==> src/hw/rx_irq_gpo_consts.vh <==
// register map, field layout, codes and reset values of the receiver trigger-mode and pin one select block
`ifndef RX_IRQ_GPO_CONSTS_VH
`define RX_IRQ_GPO_CONSTS_VH

// host port geometry
`define ADDR_W               8
`define DATA_W               8

// register offsets
`define OFS_TRIG_MODE_B      8'h19
`define OFS_TRIG_MODE_C      8'h1A
`define OFS_PIN_ONE_SEL      8'h1B

// trigger-mode fields inside rx_irq_trigger_mode_b / _c
`define TRIG_W               2
`define CS_CRC_TRIG_MSB      7
`define CS_CRC_TRIG_LSB      6
`define PARITY_TRIG_MSB      5
`define PARITY_TRIG_LSB      4
`define VALIDITY_TRIG_MSB    3
`define VALIDITY_TRIG_LSB    2
`define BIPHASE_TRIG_MSB     1
`define BIPHASE_TRIG_LSB     0
`define SLIP_TRIG_MSB        1
`define SLIP_TRIG_LSB        0

// trigger-mode encodings
`define TRIG_RISE            2'h0
`define TRIG_FALL            2'h1
`define TRIG_LEVEL           2'h2
`define TRIG_RSVD            2'h3
`define TRIG_RESET           2'h0

// gp output one select field
`define SEL_W                4
`define SEL_MSB              3
`define SEL_LSB              0
`define SEL_RESET            4'h0
`define SEL_LOW              4'h0
`define SEL_HIGH             4'h1
`define SEL_RSVD             4'h2
`define SEL_TX_IRQ_N         4'h3
`define SEL_RX_IRQ_N         4'h4
`define SEL_EMPH_N           4'h5
`define SEL_NON_AUDIO        4'h6
`define SEL_NON_VALID        4'h7
`define SEL_CS_BIT           4'h8
`define SEL_USER_BIT         4'h9
`define SEL_BLOCK_CLK        4'hA
`define SEL_COPY_BIT         4'hB
`define SEL_GEN_BIT          4'hC
`define SEL_PARITY_ERR       4'hD
`define SEL_RX_SYNC          4'hE
`define SEL_TX_SYNC          4'hF

// number of receiver error sources with a trigger mode
`define NUM_ERR_SRC          5
`define ERR_CS_CRC           0
`define ERR_PARITY           1
`define ERR_VALIDITY         2
`define ERR_BIPHASE          3
`define ERR_SLIP             4

`endif

==> src/hw/gpo_source_mux.v <==
// selects the static level or receiver/transmitter signal that drives gp output pin one
`timescale 1ns/1ps
`include "rx_irq_gpo_consts.vh"

module gpo_source_mux (
  input  wire                 i_core_clk,
  input  wire                 i_arst_n,
  input  wire [`SEL_W-1:0]    i_sel,
  input  wire                 i_tx_irq,
  input  wire                 i_rx_irq,
  input  wire                 i_rx_emphasis,
  input  wire                 i_rx_non_audio,
  input  wire                 i_rx_non_valid,
  input  wire                 i_rx_cs_bit,
  input  wire                 i_rx_user_bit,
  input  wire                 i_rx_block_clk,
  input  wire                 i_rx_copy_bit,
  input  wire                 i_rx_gen_bit,
  input  wire                 i_rx_parity_err,
  input  wire                 i_rx_sync_clk,
  input  wire                 i_tx_sync_clk,
  output reg                  o_pin
);

  reg nxt_pin;

  always @* begin
    nxt_pin = o_pin;
    case (i_sel)
      `SEL_LOW:        nxt_pin = 1'b0;
      `SEL_HIGH:       nxt_pin = 1'b1;
      `SEL_TX_IRQ_N:   nxt_pin = ~i_tx_irq;
      `SEL_RX_IRQ_N:   nxt_pin = ~i_rx_irq;
      `SEL_EMPH_N:     nxt_pin = ~i_rx_emphasis;
      `SEL_NON_AUDIO:  nxt_pin = i_rx_non_audio;
      `SEL_NON_VALID:  nxt_pin = i_rx_non_valid;
      `SEL_CS_BIT:     nxt_pin = i_rx_cs_bit;
      `SEL_USER_BIT:   nxt_pin = i_rx_user_bit;
      `SEL_BLOCK_CLK:  nxt_pin = i_rx_block_clk;
      `SEL_COPY_BIT:   nxt_pin = i_rx_copy_bit;
      `SEL_GEN_BIT:    nxt_pin = i_rx_gen_bit;
      `SEL_PARITY_ERR: nxt_pin = i_rx_parity_err;
      `SEL_RX_SYNC:    nxt_pin = i_rx_sync_clk;
      `SEL_TX_SYNC:    nxt_pin = i_tx_sync_clk;
      default:         nxt_pin = o_pin;
    endcase
  end

  // registered pin costs one cycle of delay on the clock-like sources
  always @(posedge i_core_clk or negedge i_arst_n) begin
    if (!i_arst_n) begin
      o_pin <= 1'b0;
    end else begin
      o_pin <= nxt_pin;
    end
  end

endmodule

==> src/hw/irq_trigger_detect.v <==
// one receiver error source: turns a condition level into an interrupt event per trigger mode
`timescale 1ns/1ps
`include "rx_irq_gpo_consts.vh"

module irq_trigger_detect (
  input  wire                 i_core_clk,
  input  wire                 i_arst_n,
  input  wire                 i_cond,
  input  wire [`TRIG_W-1:0]   i_mode,
  output reg                  o_event
);

  reg cond_prev_ff;
  reg nxt_event;

  always @* begin
    case (i_mode)
      `TRIG_RISE:  nxt_event = i_cond & ~cond_prev_ff;
      `TRIG_FALL:  nxt_event = ~i_cond & cond_prev_ff;
      `TRIG_LEVEL: nxt_event = i_cond;
      // reserved code cannot be stored, but stay quiet if it ever appears
      default:     nxt_event = 1'b0;
    endcase
  end

  // prev starts low so a condition already high at release counts as a rising edge
  always @(posedge i_core_clk or negedge i_arst_n) begin
    if (!i_arst_n) begin
      cond_prev_ff <= 1'b0;
      o_event      <= 1'b0;
    end else begin
      cond_prev_ff <= i_cond;
      o_event      <= nxt_event;
    end
  end

endmodule

==> src/hw/rx_irq_mode_gpo_select.v <==
// receiver error trigger-mode registers and gp output one source select behind the host register port
`timescale 1ns/1ps
`include "rx_irq_gpo_consts.vh"

module rx_irq_mode_gpo_select (
  input  wire                 i_core_clk,
  input  wire                 i_arst_n,
  // host register port, already decoded from the serial host interface
  input  wire                 i_reg_wr_en,
  input  wire                 i_reg_rd_en,
  input  wire [`ADDR_W-1:0]   i_reg_addr,
  input  wire [`DATA_W-1:0]   i_reg_wdata,
  output reg  [`DATA_W-1:0]   o_reg_rdata,
  output reg                  o_reg_rd_valid,
  // receiver error conditions, active high levels
  input  wire                 i_cs_crc_err,
  input  wire                 i_parity_err,
  input  wire                 i_validity_err,
  input  wire                 i_biphase_err,
  input  wire                 i_slip_err,
  // interrupt events toward the status/mask logic
  output wire                 o_cs_crc_irq_event,
  output wire                 o_parity_irq_event,
  output wire                 o_validity_irq_event,
  output wire                 o_biphase_irq_event,
  output wire                 o_slip_irq_event,
  // sources for the gp output pin
  input  wire                 i_tx_irq,
  input  wire                 i_rx_irq,
  input  wire                 i_rx_emphasis,
  input  wire                 i_rx_non_audio,
  input  wire                 i_rx_non_valid,
  input  wire                 i_rx_cs_bit,
  input  wire                 i_rx_user_bit,
  input  wire                 i_rx_block_clk,
  input  wire                 i_rx_copy_bit,
  input  wire                 i_rx_gen_bit,
  input  wire                 i_rx_sync_clk,
  input  wire                 i_tx_sync_clk,
  output wire                 o_gp_out_pin_one
);

  reg  [`TRIG_W-1:0]              cs_crc_irq_trigger_ff;
  reg  [`TRIG_W-1:0]              parity_irq_trigger_ff;
  reg  [`TRIG_W-1:0]              validity_irq_trigger_ff;
  reg  [`TRIG_W-1:0]              biphase_irq_trigger_ff;
  reg  [`TRIG_W-1:0]              slip_irq_trigger_ff;
  reg  [`SEL_W-1:0]               gp_out_one_source_ff;
  reg  [`DATA_W-1:0]              nxt_rdata;
  wire                            wr_mode_b;
  wire                            wr_mode_c;
  wire                            wr_pin_one;
  wire [`TRIG_W-1:0]              wr_cs_crc;
  wire [`TRIG_W-1:0]              wr_parity;
  wire [`TRIG_W-1:0]              wr_validity;
  wire [`TRIG_W-1:0]              wr_biphase;
  wire [`TRIG_W-1:0]              wr_slip;
  wire [`SEL_W-1:0]               wr_source;
  wire [`NUM_ERR_SRC-1:0]         err_cond;
  wire [`NUM_ERR_SRC*`TRIG_W-1:0] err_mode;
  wire [`NUM_ERR_SRC-1:0]         err_event;
  reg  [`TRIG_W-1:0]              nxt_cs_crc_irq_trigger;
  reg  [`TRIG_W-1:0]              nxt_parity_irq_trigger;
  reg  [`TRIG_W-1:0]              nxt_validity_irq_trigger;
  reg  [`TRIG_W-1:0]              nxt_biphase_irq_trigger;
  reg  [`TRIG_W-1:0]              nxt_slip_irq_trigger;
  reg  [`SEL_W-1:0]               nxt_gp_out_one_source;
  reg  [`DATA_W-1:0]              nxt_reg_rdata;
  reg                             nxt_rd_valid;
  wire                            cs_crc_wr_ok;
  wire                            parity_wr_ok;
  wire                            validity_wr_ok;
  wire                            biphase_wr_ok;
  wire                            slip_wr_ok;
  wire                            source_wr_ok;

  assign wr_mode_b   = i_reg_wr_en && (i_reg_addr == `OFS_TRIG_MODE_B);
  assign wr_mode_c   = i_reg_wr_en && (i_reg_addr == `OFS_TRIG_MODE_C);
  assign wr_pin_one  = i_reg_wr_en && (i_reg_addr == `OFS_PIN_ONE_SEL);
  assign wr_cs_crc   = i_reg_wdata[`CS_CRC_TRIG_MSB:`CS_CRC_TRIG_LSB];
  assign wr_parity   = i_reg_wdata[`PARITY_TRIG_MSB:`PARITY_TRIG_LSB];
  assign wr_validity = i_reg_wdata[`VALIDITY_TRIG_MSB:`VALIDITY_TRIG_LSB];
  assign wr_biphase  = i_reg_wdata[`BIPHASE_TRIG_MSB:`BIPHASE_TRIG_LSB];
  assign wr_slip     = i_reg_wdata[`SLIP_TRIG_MSB:`SLIP_TRIG_LSB];
  assign wr_source   = i_reg_wdata[`SEL_MSB:`SEL_LSB];

  // per-field filter: a reserved code never reaches its flop
  assign cs_crc_wr_ok   = wr_mode_b && (wr_cs_crc != `TRIG_RSVD);
  assign parity_wr_ok   = wr_mode_b && (wr_parity != `TRIG_RSVD);
  assign validity_wr_ok = wr_mode_b && (wr_validity != `TRIG_RSVD);
  assign biphase_wr_ok  = wr_mode_b && (wr_biphase != `TRIG_RSVD);
  assign slip_wr_ok     = wr_mode_c && (wr_slip != `TRIG_RSVD);
  assign source_wr_ok   = wr_pin_one && (wr_source != `SEL_RSVD);

  // a reserved code in one field is dropped; the other fields of the same write still land
  always @* begin
    nxt_cs_crc_irq_trigger   = cs_crc_irq_trigger_ff;
    nxt_parity_irq_trigger   = parity_irq_trigger_ff;
    nxt_validity_irq_trigger = validity_irq_trigger_ff;
    nxt_biphase_irq_trigger  = biphase_irq_trigger_ff;
    nxt_slip_irq_trigger     = slip_irq_trigger_ff;
    nxt_gp_out_one_source    = gp_out_one_source_ff;
    if (cs_crc_wr_ok) begin
      nxt_cs_crc_irq_trigger = wr_cs_crc;
    end
    if (parity_wr_ok) begin
      nxt_parity_irq_trigger = wr_parity;
    end
    if (validity_wr_ok) begin
      nxt_validity_irq_trigger = wr_validity;
    end
    if (biphase_wr_ok) begin
      nxt_biphase_irq_trigger = wr_biphase;
    end
    if (slip_wr_ok) begin
      nxt_slip_irq_trigger = wr_slip;
    end
    if (source_wr_ok) begin
      nxt_gp_out_one_source = wr_source;
    end
  end

  always @(posedge i_core_clk or negedge i_arst_n) begin
    if (!i_arst_n) begin
      cs_crc_irq_trigger_ff   <= `TRIG_RESET;
      parity_irq_trigger_ff   <= `TRIG_RESET;
      validity_irq_trigger_ff <= `TRIG_RESET;
      biphase_irq_trigger_ff  <= `TRIG_RESET;
      slip_irq_trigger_ff     <= `TRIG_RESET;
      gp_out_one_source_ff    <= `SEL_RESET;
    end else begin
      cs_crc_irq_trigger_ff   <= nxt_cs_crc_irq_trigger;
      parity_irq_trigger_ff   <= nxt_parity_irq_trigger;
      validity_irq_trigger_ff <= nxt_validity_irq_trigger;
      biphase_irq_trigger_ff  <= nxt_biphase_irq_trigger;
      slip_irq_trigger_ff     <= nxt_slip_irq_trigger;
      gp_out_one_source_ff    <= nxt_gp_out_one_source;
    end
  end

  // read data: unused upper bits and unmapped offsets read zero
  always @* begin
    nxt_rdata = {`DATA_W{1'b0}};
    case (i_reg_addr)
      `OFS_TRIG_MODE_B: begin
        nxt_rdata[`CS_CRC_TRIG_MSB:`CS_CRC_TRIG_LSB]     = cs_crc_irq_trigger_ff;
        nxt_rdata[`PARITY_TRIG_MSB:`PARITY_TRIG_LSB]     = parity_irq_trigger_ff;
        nxt_rdata[`VALIDITY_TRIG_MSB:`VALIDITY_TRIG_LSB] = validity_irq_trigger_ff;
        nxt_rdata[`BIPHASE_TRIG_MSB:`BIPHASE_TRIG_LSB]   = biphase_irq_trigger_ff;
      end
      `OFS_TRIG_MODE_C: begin
        nxt_rdata[`SLIP_TRIG_MSB:`SLIP_TRIG_LSB] = slip_irq_trigger_ff;
      end
      `OFS_PIN_ONE_SEL: begin
        nxt_rdata[`SEL_MSB:`SEL_LSB] = gp_out_one_source_ff;
      end
      default: begin
        nxt_rdata = {`DATA_W{1'b0}};
      end
    endcase
  end

  // read data holds the last answer until the next read strobe
  always @* begin
    nxt_rd_valid  = i_reg_rd_en;
    nxt_reg_rdata = o_reg_rdata;
    if (i_reg_rd_en) begin
      nxt_reg_rdata = nxt_rdata;
    end
  end

  always @(posedge i_core_clk or negedge i_arst_n) begin
    if (!i_arst_n) begin
      o_reg_rdata    <= {`DATA_W{1'b0}};
      o_reg_rd_valid <= 1'b0;
    end else begin
      o_reg_rdata    <= nxt_reg_rdata;
      o_reg_rd_valid <= nxt_rd_valid;
    end
  end

  assign err_cond[`ERR_CS_CRC]   = i_cs_crc_err;
  assign err_cond[`ERR_PARITY]   = i_parity_err;
  assign err_cond[`ERR_VALIDITY] = i_validity_err;
  assign err_cond[`ERR_BIPHASE]  = i_biphase_err;
  assign err_cond[`ERR_SLIP]     = i_slip_err;
  assign err_mode = {slip_irq_trigger_ff, biphase_irq_trigger_ff, validity_irq_trigger_ff,
                     parity_irq_trigger_ff, cs_crc_irq_trigger_ff};

  // the stored modes steer edge or level detection on each error source
  genvar src;
  generate
    for (src = 0; src < `NUM_ERR_SRC; src = src + 1) begin : g_err
      irq_trigger_detect u_detect (
        .i_core_clk (i_core_clk),
        .i_arst_n   (i_arst_n),
        .i_cond     (err_cond[src]),
        .i_mode     (err_mode[src*`TRIG_W +: `TRIG_W]),
        .o_event    (err_event[src])
      );
    end
  endgenerate

  // each event is the output flop of its detector
  assign o_cs_crc_irq_event   = err_event[`ERR_CS_CRC];
  assign o_parity_irq_event   = err_event[`ERR_PARITY];
  assign o_validity_irq_event = err_event[`ERR_VALIDITY];
  assign o_biphase_irq_event  = err_event[`ERR_BIPHASE];
  assign o_slip_irq_event     = err_event[`ERR_SLIP];

  gpo_source_mux u_pin_one_mux (
    .i_core_clk      (i_core_clk),
    .i_arst_n        (i_arst_n),
    .i_sel           (gp_out_one_source_ff),
    .i_tx_irq        (i_tx_irq),
    .i_rx_irq        (i_rx_irq),
    .i_rx_emphasis   (i_rx_emphasis),
    .i_rx_non_audio  (i_rx_non_audio),
    .i_rx_non_valid  (i_rx_non_valid),
    .i_rx_cs_bit     (i_rx_cs_bit),
    .i_rx_user_bit   (i_rx_user_bit),
    .i_rx_block_clk  (i_rx_block_clk),
    .i_rx_copy_bit   (i_rx_copy_bit),
    .i_rx_gen_bit    (i_rx_gen_bit),
    .i_rx_parity_err (i_parity_err),
    .i_rx_sync_clk   (i_rx_sync_clk),
    .i_tx_sync_clk   (i_tx_sync_clk),
    .o_pin           (o_gp_out_pin_one)
  );

endmodule
==> config.mk <==
export PLATFORM = sky130hd
export DESIGN_NAME = rx_irq_mode_gpo_select
export DESIGN_NICKNAME = d
export VERILOG_FILES = /design/src/hw/gpo_source_mux.v /design/src/hw/irq_trigger_detect.v /design/src/hw/rx_irq_mode_gpo_select.v
export VERILOG_INCLUDE_DIRS = /design/src /design/src/hw
export SDC_FILE = /design/constraint.sdc
export NUM_CORES = 1
export LEC_CHECK = 0
export CELL_PAD_IN_SITES_DETAIL_PLACEMENT = 0
export CELL_PAD_IN_SITES_GLOBAL_PLACEMENT = 1
export CORE_MARGIN = 8
export CORE_UTILIZATION = 47
export DETAILED_ROUTE_END_ITERATION = 12
export DONT_BUFFER_PORTS = 1
export PLACE_DENSITY_LB_ADDON = 0.1
export SLEW_MARGIN = 20
export SYNTH_ARGS = -nofsm -noshare
export SYNTH_HDL_FRONTEND = slang
export SYNTH_SLANG_ARGS = --single-unit
==> constraint.sdc <==
create_clock -name i_core_clk -period 1.6 [get_ports i_core_clk]
set_clock_uncertainty 0.15 [all_clocks]
set_input_delay 0.32 -clock i_core_clk [delete_from_list [all_inputs] [get_ports i_core_clk]]
set_output_delay 0.32 -clock i_core_clk [all_outputs]
set_load 0.02 [all_outputs]
# == Word level (Yosys, flattened, before mapping) ==
# Cells that the tools add are included.
# totals
wordCells,99
regBits,34
input_bits,37
# classes
n_mux,9
n_eq_ne,32
reduce_logical,16
bitwise_logic,23
# op_table
cell,count
$eq 4x4->1 const B,8
$eq 8x5->1 const B,3
$eq 4x3->1 const B,4
$pmux 1 s15,1
$pmux 1 s3,5
$reduce_bool 15->1,1
$not 1->1,13
$and 1x1->1,10
$eq 2x1->1 const B,5
$eq 2x2->1 const B,5
$logic_not 2->1,5
$logic_and 1x1->1,9
$ne 2x2->1 const B,4
$pmux 2 s3,1
$eq 4x1->1 const B,1
$eq 4x2->1 const B,1
$logic_not 4->1,1
$mux 4,1
$ne 4x2->1 const B,1
$pmux 2 s2,1

# == Logic depth before layout (Yosys ltp) ==
# Gate-level depths: netlist of the first run.
# depth
ltp_word,3
depth_mapped,5
mapped_depth_nobuf,4

# == Modules after synthesis ==
# Synthesis of the first run repeated with hierarchy kept, for this count alone.
# hier_totals
hier_cells,143
hier_area_um2,1669.1
# modules_own_cells
mod,n_inst,seq_area_each_um2,area_each_um2,cells_per_inst
rx_irq_mode_gpo_select,1,575.6,1126.1,102
irq_trigger_detect,5,50.0,78.8,6
gpo_source_mux,1,25.0,148.9,11

# == Worst setup path before layout of the first run ==
# No wires, ideal clock.
# synth_timing
path_kind,input -> register
startpoint,input i_reg_addr[5]
endpoint,register gp_out_one_source_ff[0]
cell_stages,4
setup_time_ns,0.128
path_buffers,0
t_arrival_ns,1.262
slack_ns,0.061
required_ns,1.322
cell_sequence,and4bb_2 nand3_2 nor2_4 mux2_1
# synth_between
elab_chain_cells,3
# synth_rtl
item,line,text
start: declaration,rx_irq_mode_gpo_select.v:11,"input wire [`ADDR_W-1:0] i_reg_addr,"
$eq 8x5->1,-,
$logic_and 1x1->1,rx_irq_mode_gpo_select.v:79,assign wr_pin_one = i_reg_wr_en && (i_reg_addr == `OFS_PIN_ONE_SEL);
$logic_and 1x1->1,rx_irq_mode_gpo_select.v:93,assign source_wr_ok = wr_pin_one && (wr_source != `SEL_RSVD);
end signal: assignment,rx_irq_mode_gpo_select.v:130,gp_out_one_source_ff <= `SEL_RESET;
end signal: assignment,rx_irq_mode_gpo_select.v:137,gp_out_one_source_ff <= nxt_gp_out_one_source;
end: declaration,rx_irq_mode_gpo_select.v:48,reg [`SEL_W-1:0] gp_out_one_source_ff;
# Every way passes these cells.
# A chain may end at the register's enable or synchronous reset.

# == Worst setup path after layout of the first run ==
# layout_timing
startpoint,register gp_out_one_source_ff[0]
endpoint,register u_pin_one_mux.o_pin
# layout_between
elab_chain_cells,2
# layout_rtl
item,line,text
"$eq 4x4->1, or another cell as far along",gpo_source_mux.v:29,case (i_sel)
$pmux 1 s15 / $reduce_bool 15->1 (equally long branches),-,
end signal: assignment,gpo_source_mux.v:54,o_pin <= nxt_pin;
end: declaration,gpo_source_mux.v:22,output reg o_pin
# Parallel ways exist; a longest one is shown, timed or not.

==> impl_metrics.csv, run 1 <==
group,metric,value,unit
layout,n_antenna_cell,0,
sta,min_period_over_period,94.43,%
clocking,cts_tree,"done",
synth,synth_compound_gate_area_share,14.18,%
synth,synthArstFlopShare,100.0,%
setup_path,end_kind,"flip-flop",
floorplan,die_y,73.96,µm
global_routing,antenna_found_initial,0,
synth,syn_avg_cell_area,11.04,µm²
power,intPower,1.158,mW
clocking,clk_pin_slew,0.09,ns
synth,synth_edf_count,0,
routing,routed_wl,3586,µm
routing,first_iter_violations,40,
sta,timing.final.hold_violations,0,
place,dp_hpwl,2618,µm
setup_path,critPathLaunchType,"flip-flop",
synth,yosysTopAreaCell,"dfrtp_1",
synth,ys_warn_count,0,
sta,fin_crit,1.511,ns
synth,syn_area,1579,µm²
sta,worst_slack,0.08909,ns
clocking,h-tree-depth,2,
sta,max_freq,0.6619,GHz
place,gp_congestion,0.7760,
floorplan,io_pins,52,
layout,areaGrowthSynthToFinish,18.30,%
setup_path,path_max_fanout,4,
power,leakage,0.8047,nW
clocking,cts_max_path_buffers,2,
synth,muxShareOfSynthArea,9.667,%
sta,rsz0062_at_grt,"no",
synth,synthTopCellsByArea,"dfrtp_1, o22a_1, nand2_1",
layout,fin_cells,214,
sta,finalSetupViolations,0,
outcome,status,"finished, final reports clean",
routing,vias,1167,
clocking,cts_setup_buffers,0,
power,seq_power_share,60.6,%
power,vdd_drop_max,0.4039,mV
routing,route.detailed.drc,0,
global_routing,grt_overflow_total,0,
layout,final_core_util,56.88,%
synth,synth_top_area_share,53.88,%
global_routing,grt_pass1_wl,6030,µm
global_routing,grt_pass1_vias,1283,
layout,drive_gt1_share,13.69,%
clocking,clock-sinks,34,
synth,synth_simple_gate_area_share,17.43,%
floorplan,start_util,48.08,%
place,port_buffers,0,
synth,synth-xor-area-share,0,%
floorplan,core_area,3284,µm²
synth,yosysSeqAreaShare,53.88,%
synth,ys_ff_latch,34,
power,power_density,823.0,nW/µm²
synth,syn_inst,143,
setup_path,required,1.67,ns
clocking,cts_buffers,5,
setup_path,arrival,1.58,ns
routing,routed_via_density,5.453,
synth,synth-main-ff-cell,"dfrtp_1",
global_routing,track_usage,14.47,%
synth,synth_cell_types,31,
synth,synth_top_family_by_area,"simple AND/OR/NAND/NOR gates",
power,switching_share,24.68,%
setup_path,reg2reg_slack,0.09,ns
clocking,clock_latency,0.33,ns
synth,synth.net_count,180,
synth,synth_adder_area_share,0,%
synth,synth_common_cells,"dfrtp_1, nand2_1, nor2_1",
sta,worstMarginPinSlew,0.5115,ns
setup_path,critical_path_class,"reg2reg",
layout,finalNetCount,205,
sta,final-max-slew-violation-count,0,
floorplan,die_x,73.96,µm
global_routing,grt_max_degree,35,
routing,ant_nets,0,
job,max-cap-violations,0,
synth,post-synth-top-count-cell,"dfrtp_1",
worst_hold_path,hold_path.class,"in2reg",
place,dp_cells,190,
sta,setup_tns,0,ns
floorplan,dieArea,5470,µm²
power,power_frac_comb,11.7,%
power,netSwitchingPower,379.4,µW
place,post-place-ws,0.02294,ns
clocking,cts_root_buffer,"clkbuf_4",
power,clkPwrFrac,27.7,%
layout,nFillCells,301,
routing,first_pass_iters,4,
routing,wire_per_inst,16.76,µm
sta,slew_headroom,65.78,%
floorplan,row_count,21,
[registers in the layout (all words and copies together), names as in the netlist]
name,count
o_reg_rdata,8
gp_out_one_source_ff,4
g_err.u_detect.o_event,5
cs_crc_irq_trigger_ff,2
g_err.u_detect.cond_prev_ff,5
parity_irq_trigger_ff,2
u_pin_one_mux.o_pin,1
biphase_irq_trigger_ff,2
validity_irq_trigger_ff,2
slip_irq_trigger_ff,2
o_reg_rd_valid,1
[cell type report]
cell class,instances,area (µm²),share of cell area (%)
multi-input combinational,93,651.9,34.90
clock buffer,7,45.04,2.411
timing repair buffer,22,217.7,11.65
inverter,12,45.04,2.411
sequential,34,850.8,45.55
tap,46,57.56,3.081
[per-layer routing]
metal,up-vias,GRT usage (%),share of wire [%]
li1,560,-,-
met1,560,15.40,40
met2,41,24.61,50
met3,6,6.604,9.2
met4,0,5.100,1.2
met5,-,0,0
[logic make-up (layout without fill, tap and decap cells)]
group | count (synthesis) | in the layout
flip-flops | 34 | 34
AND/OR/NAND/NOR | 52 | 52
AO/OA/AOI/OAI | 31 | 31
buffers and inverters | 16 | 41
multiplexers | 10 | 10
[power by group through the flow]
stage                     Sequential, mW  Combinational, mW  Clock [mW]
after floorplan                    0.946             0.0926           0
after global placement             0.949              0.113           0
after detailed placement           0.951              0.116           0
after CTS                          0.934              0.182       0.450
after global routing               0.938              0.199       0.490
final                              0.932              0.180       0.425
[worst max-delay path, stage by stage (launching register included)]
cell and delay (ns):
dfrtp_1 0.44, mux4_2 0.53, a211oi_2 0.22, a21oi_1 0.06
[cell usage in the layout, fill, tap and decap left out]
cell,netlist,layout
dfrtp_1,34,34
nand2_1,21,21
dlygate4sd3_1,0,16
nor2_1,14,14
inv_1,12,12
o22a_1,11,11
o22ai_1,9,9
o21ai_0,5,5
clkbuf_4,0,5
buf_4,0,5
nand2b_1,4,4
mux2_2,4,4
nor2b_1,2,2
mux2_1,2,2
a22oi_1,2,2
mux4_1,2,2
a21oi_1,2,2
nor3_1,2,2
clkbuf_1,1,2
and4bb_2,1,1
and3_1,1,1
nand3_2,1,1
nor4b_2,1,1
nor2_4,1,1
and2_1,1,1
nor2b_2,1,1
mux2i_1,1,1
mux4_2,1,1
a311oi_1,1,1
a211oi_2,1,1
nand4_4,1,1
nand3_1,1,1
buf_12,0,1
[metrics by stage]
stage          cell area (µm²)  hold WS [ns]  total power, mW
2_1_floorplan             1579       -0.1256            1.038
3_3_place_gp              1643       -0.1246            1.062
3_5_place_dp              1643       -0.1246            1.067
4_1_cts                   1868     0.0003248            1.566
5_1_grt                   1868      0.003607            1.627
6_report                  1868       0.01545            1.537
[path summary, 6_finish.rpt]
check	start	to	cells past startpoint
max	gp_out_one_source_ff[0]	u_pin_one_mux.o_pin	3
min	i_slip_err	g_err[4].u_detect.o_event	3
max reg2reg	gp_out_one_source_ff[0]	u_pin_one_mux.o_pin	3
min reg2reg	biphase_irq_trigger_ff[1]	biphase_irq_trigger_ff[1]	1
max in group asynchronous	i_arst_n	o_reg_rdata[3]	2
min in group asynchronous	i_arst_n	g_err[1].u_detect.cond_prev_ff	2
[what timing repair did]
item,4_1_cts,5_1_grt
endpoints found under the hold margin,67,0
setup endpoints to repair,0,0
hold buffers,17,0
resized for setup,0,0
Power figures use the tool's default switching activity.
==> inputs of run 2 (changes only) <==
--- a/config.mk
+++ b/config.mk
@@ -8,7 +8,6 @@
 export LEC_CHECK = 0
 export CELL_PAD_IN_SITES_DETAIL_PLACEMENT = 0
 export CELL_PAD_IN_SITES_GLOBAL_PLACEMENT = 1
-export CORE_MARGIN = 8
 export CORE_UTILIZATION = 47
 export DETAILED_ROUTE_END_ITERATION = 12
 export DONT_BUFFER_PORTS = 1
==> run 2 against run 1 <==
Compared with the run above:
- clock-buffer cell count unchanged
- critical path depth unchanged
- sequential cell count unchanged
- register-to-register slack better by 0.03 ns
- final area up 0.27%
- non-clock buffer count down 1
- sequential power up 0.6%
- core utilization up 3.0 points
- sequential share of layout area down 0.12 points
- via count down 0.60%
- combinational power down 7%
- critical path type unchanged
- largest power group unchanged
==> impl_metrics.csv, run 2 (synthesis gave the netlist of run 1 again) <==
group,metric,value,unit
outcome,status,"finished, final reports clean",
place,gp_congestion,0.7592,
routing,routed_wl,3120,µm
sta,slew_headroom,66.55,%
sta,min_period_over_period,92.65,%
layout,areaGrowthSynthToFinish,18.62,%
setup_path,r2r_cells,3,
clocking,cts_max_path_buffers,2,
layout,top_register,"o_reg_rdata",
floorplan,dieArea,3595,µm²
routing,first_pass_iters,4,
power,leakage,0.8110,nW
routing,vias,1160,
clocking,cts_resized,0,
layout,final_cell_mix,"dfrtp_1, nand2_1, dlygate4sd3_1",
sta,fin_crit,1.482,ns
clocking,cts_tree,"done",
routing,routed_via_density,5.472,
global_routing,grt_max_degree,35,
layout,finalNetCount,204,
power,power_density,852.4,nW/µm²
place,dp_cells,187,
clocking,clock_latency,0.33,ns
layout,n_antenna_cell,0,
layout,final_core_util,59.88,%
place,port_buffers,0,
worst_hold_path,hp-start,"i_biphase_err",
routing,ant_nets,0,
power,vdd_drop_max,0.5629,mV
global_routing,grt_pass1_wl,5181,µm
sta,max_freq,0.6746,GHz
floorplan,io_pins,52,
setup_path,critical_path_class,"reg2reg",
sta,worstMarginPinSlew,0.5002,ns
setup_path,critPathLaunchType,"flip-flop",
sta,finalSetupViolations,0,
floorplan,die_y,59.96,µm
floorplan,start_util,50.48,%
worst_hold_path,hold_path.class,"in2reg",
worst_hold_path,worstHoldPathCells,3,
sta,rsz0062_at_grt,"no",
clocking,cts_root_buffer,"clkbuf_4",
global_routing,grt_overflow_total,0,
setup_path,r2r_start,"gp_out_one_source_ff[0]",
layout,largestRegisters,"o_reg_rdata (8), g_err.u_detect.cond_prev_ff (5), g_err.u_detect.o_event (5)",
global_routing,antenna_found_initial,0,
setup_path,arrival,1.56,ns
sta,timing.final.hold_violations,0,
clocking,clk_pin_slew,0.10,ns
layout,mostFrequentLayoutCell,"dfrtp_1",
floorplan,core_area,3128,µm²
layout,nFillCells,286,
sta,final-max-slew-violation-count,0,
place,dp_hpwl,2208,µm
clocking,cts_buffers,5,
setup_path,required,1.68,ns
setup_path,path_max_fanout,3,
layout,largest_reg_flops,8,
routing,route.detailed.drc,0,
setup_path,cp-startpoint,"gp_out_one_source_ff[0]",
clocking,clock-sinks,34,
layout,fin_cells,212,
global_routing,track_usage,20.44,%
global_routing,grt_pass1_vias,1137,
routing,wire_per_inst,14.72,µm
job,max-cap-violations,0,
floorplan,row_count,20,
place,post-place-ws,0.03857,ns
floorplan,die_x,59.96,µm
clocking,h-tree-depth,2,
routing,first_iter_violations,56,
layout,drive_gt1_share,14.29,%
setup_path,end_kind,"flip-flop",
power,p_total,1.597,mW
sta,worst_slack,0.1177,ns
sta,setup_tns,0,ns
==> run 2: per-layer routing <==
layer,global-route usage [%],part of all wire [%]
met4,7.973,1.5
met5,0,0
met2,30.63,46
met3,8.442,7.4
met1,26.26,45
==> run 2: path summary, 6_finish.rpt <==
path / to / slack, ns
worst max-delay path: u_pin_one_mux.o_pin / 0.12
worst min-delay path: g_err[3].u_detect.o_event / 0.04
worst max register to register: u_pin_one_mux.o_pin / 0.12
worst min register to register: biphase_irq_trigger_ff[1] / 0.37
max in group asynchronous: o_reg_rd_valid / 0.84
min in group asynchronous: g_err[3].u_detect.o_event / 0.28
==> run 2: final cells by class <==
cell class | instances | area (µm²) | share of cell area [%]
Inverter | 12 | 45.04 | 2.405
Tap cell | 44 | 55.05 | 2.939
Timing Repair Buffer | 21 | 210.2 | 11.22
Clock inverter | 1 | 5.005 | 0.2672
Sequential cell | 34 | 850.8 | 45.42
Clock buffer | 7 | 55.05 | 2.939
Multi-Input combinational cell | 93 | 651.9 | 34.80
==> run 2: worst max-delay path: stages, from the launching register on <==
cell and delay [ns]:
dfrtp_1 0.42, mux4_2 0.53, a211oi_2 0.22, a21oi_1 0.06
==> run 2: what timing repair did <==
| action | 4_1_cts | 5_1_grt |
|---|---|---|
| setup buffers | 0 | 0 |
| hold buffers | 17 | 0 |
| endpoints found under the hold margin | 67 | 0 |
==> run 2: power breakdown <==
part	internal (mW)	total, mW	switching, mW	leakage, nW
logic	0.0920	0.168	0.0758	0.329
registers	0.896	0.938	0.0420	0.446
clock network	0.213	0.491	0.278	0.0353
total	1.20	1.60	0.396	0.811
==> run 2: per-stage QoR <==
stage / instance area, µm² / hold slack [ns]
global route: 1873 / 0.01780
global placement: 1633 / -0.1250
detailed placement: 1633 / -0.1250
finish: 1873 / 0.03952
floorplan: 1579 / -0.1256
CTS: 1873 / 0.02694
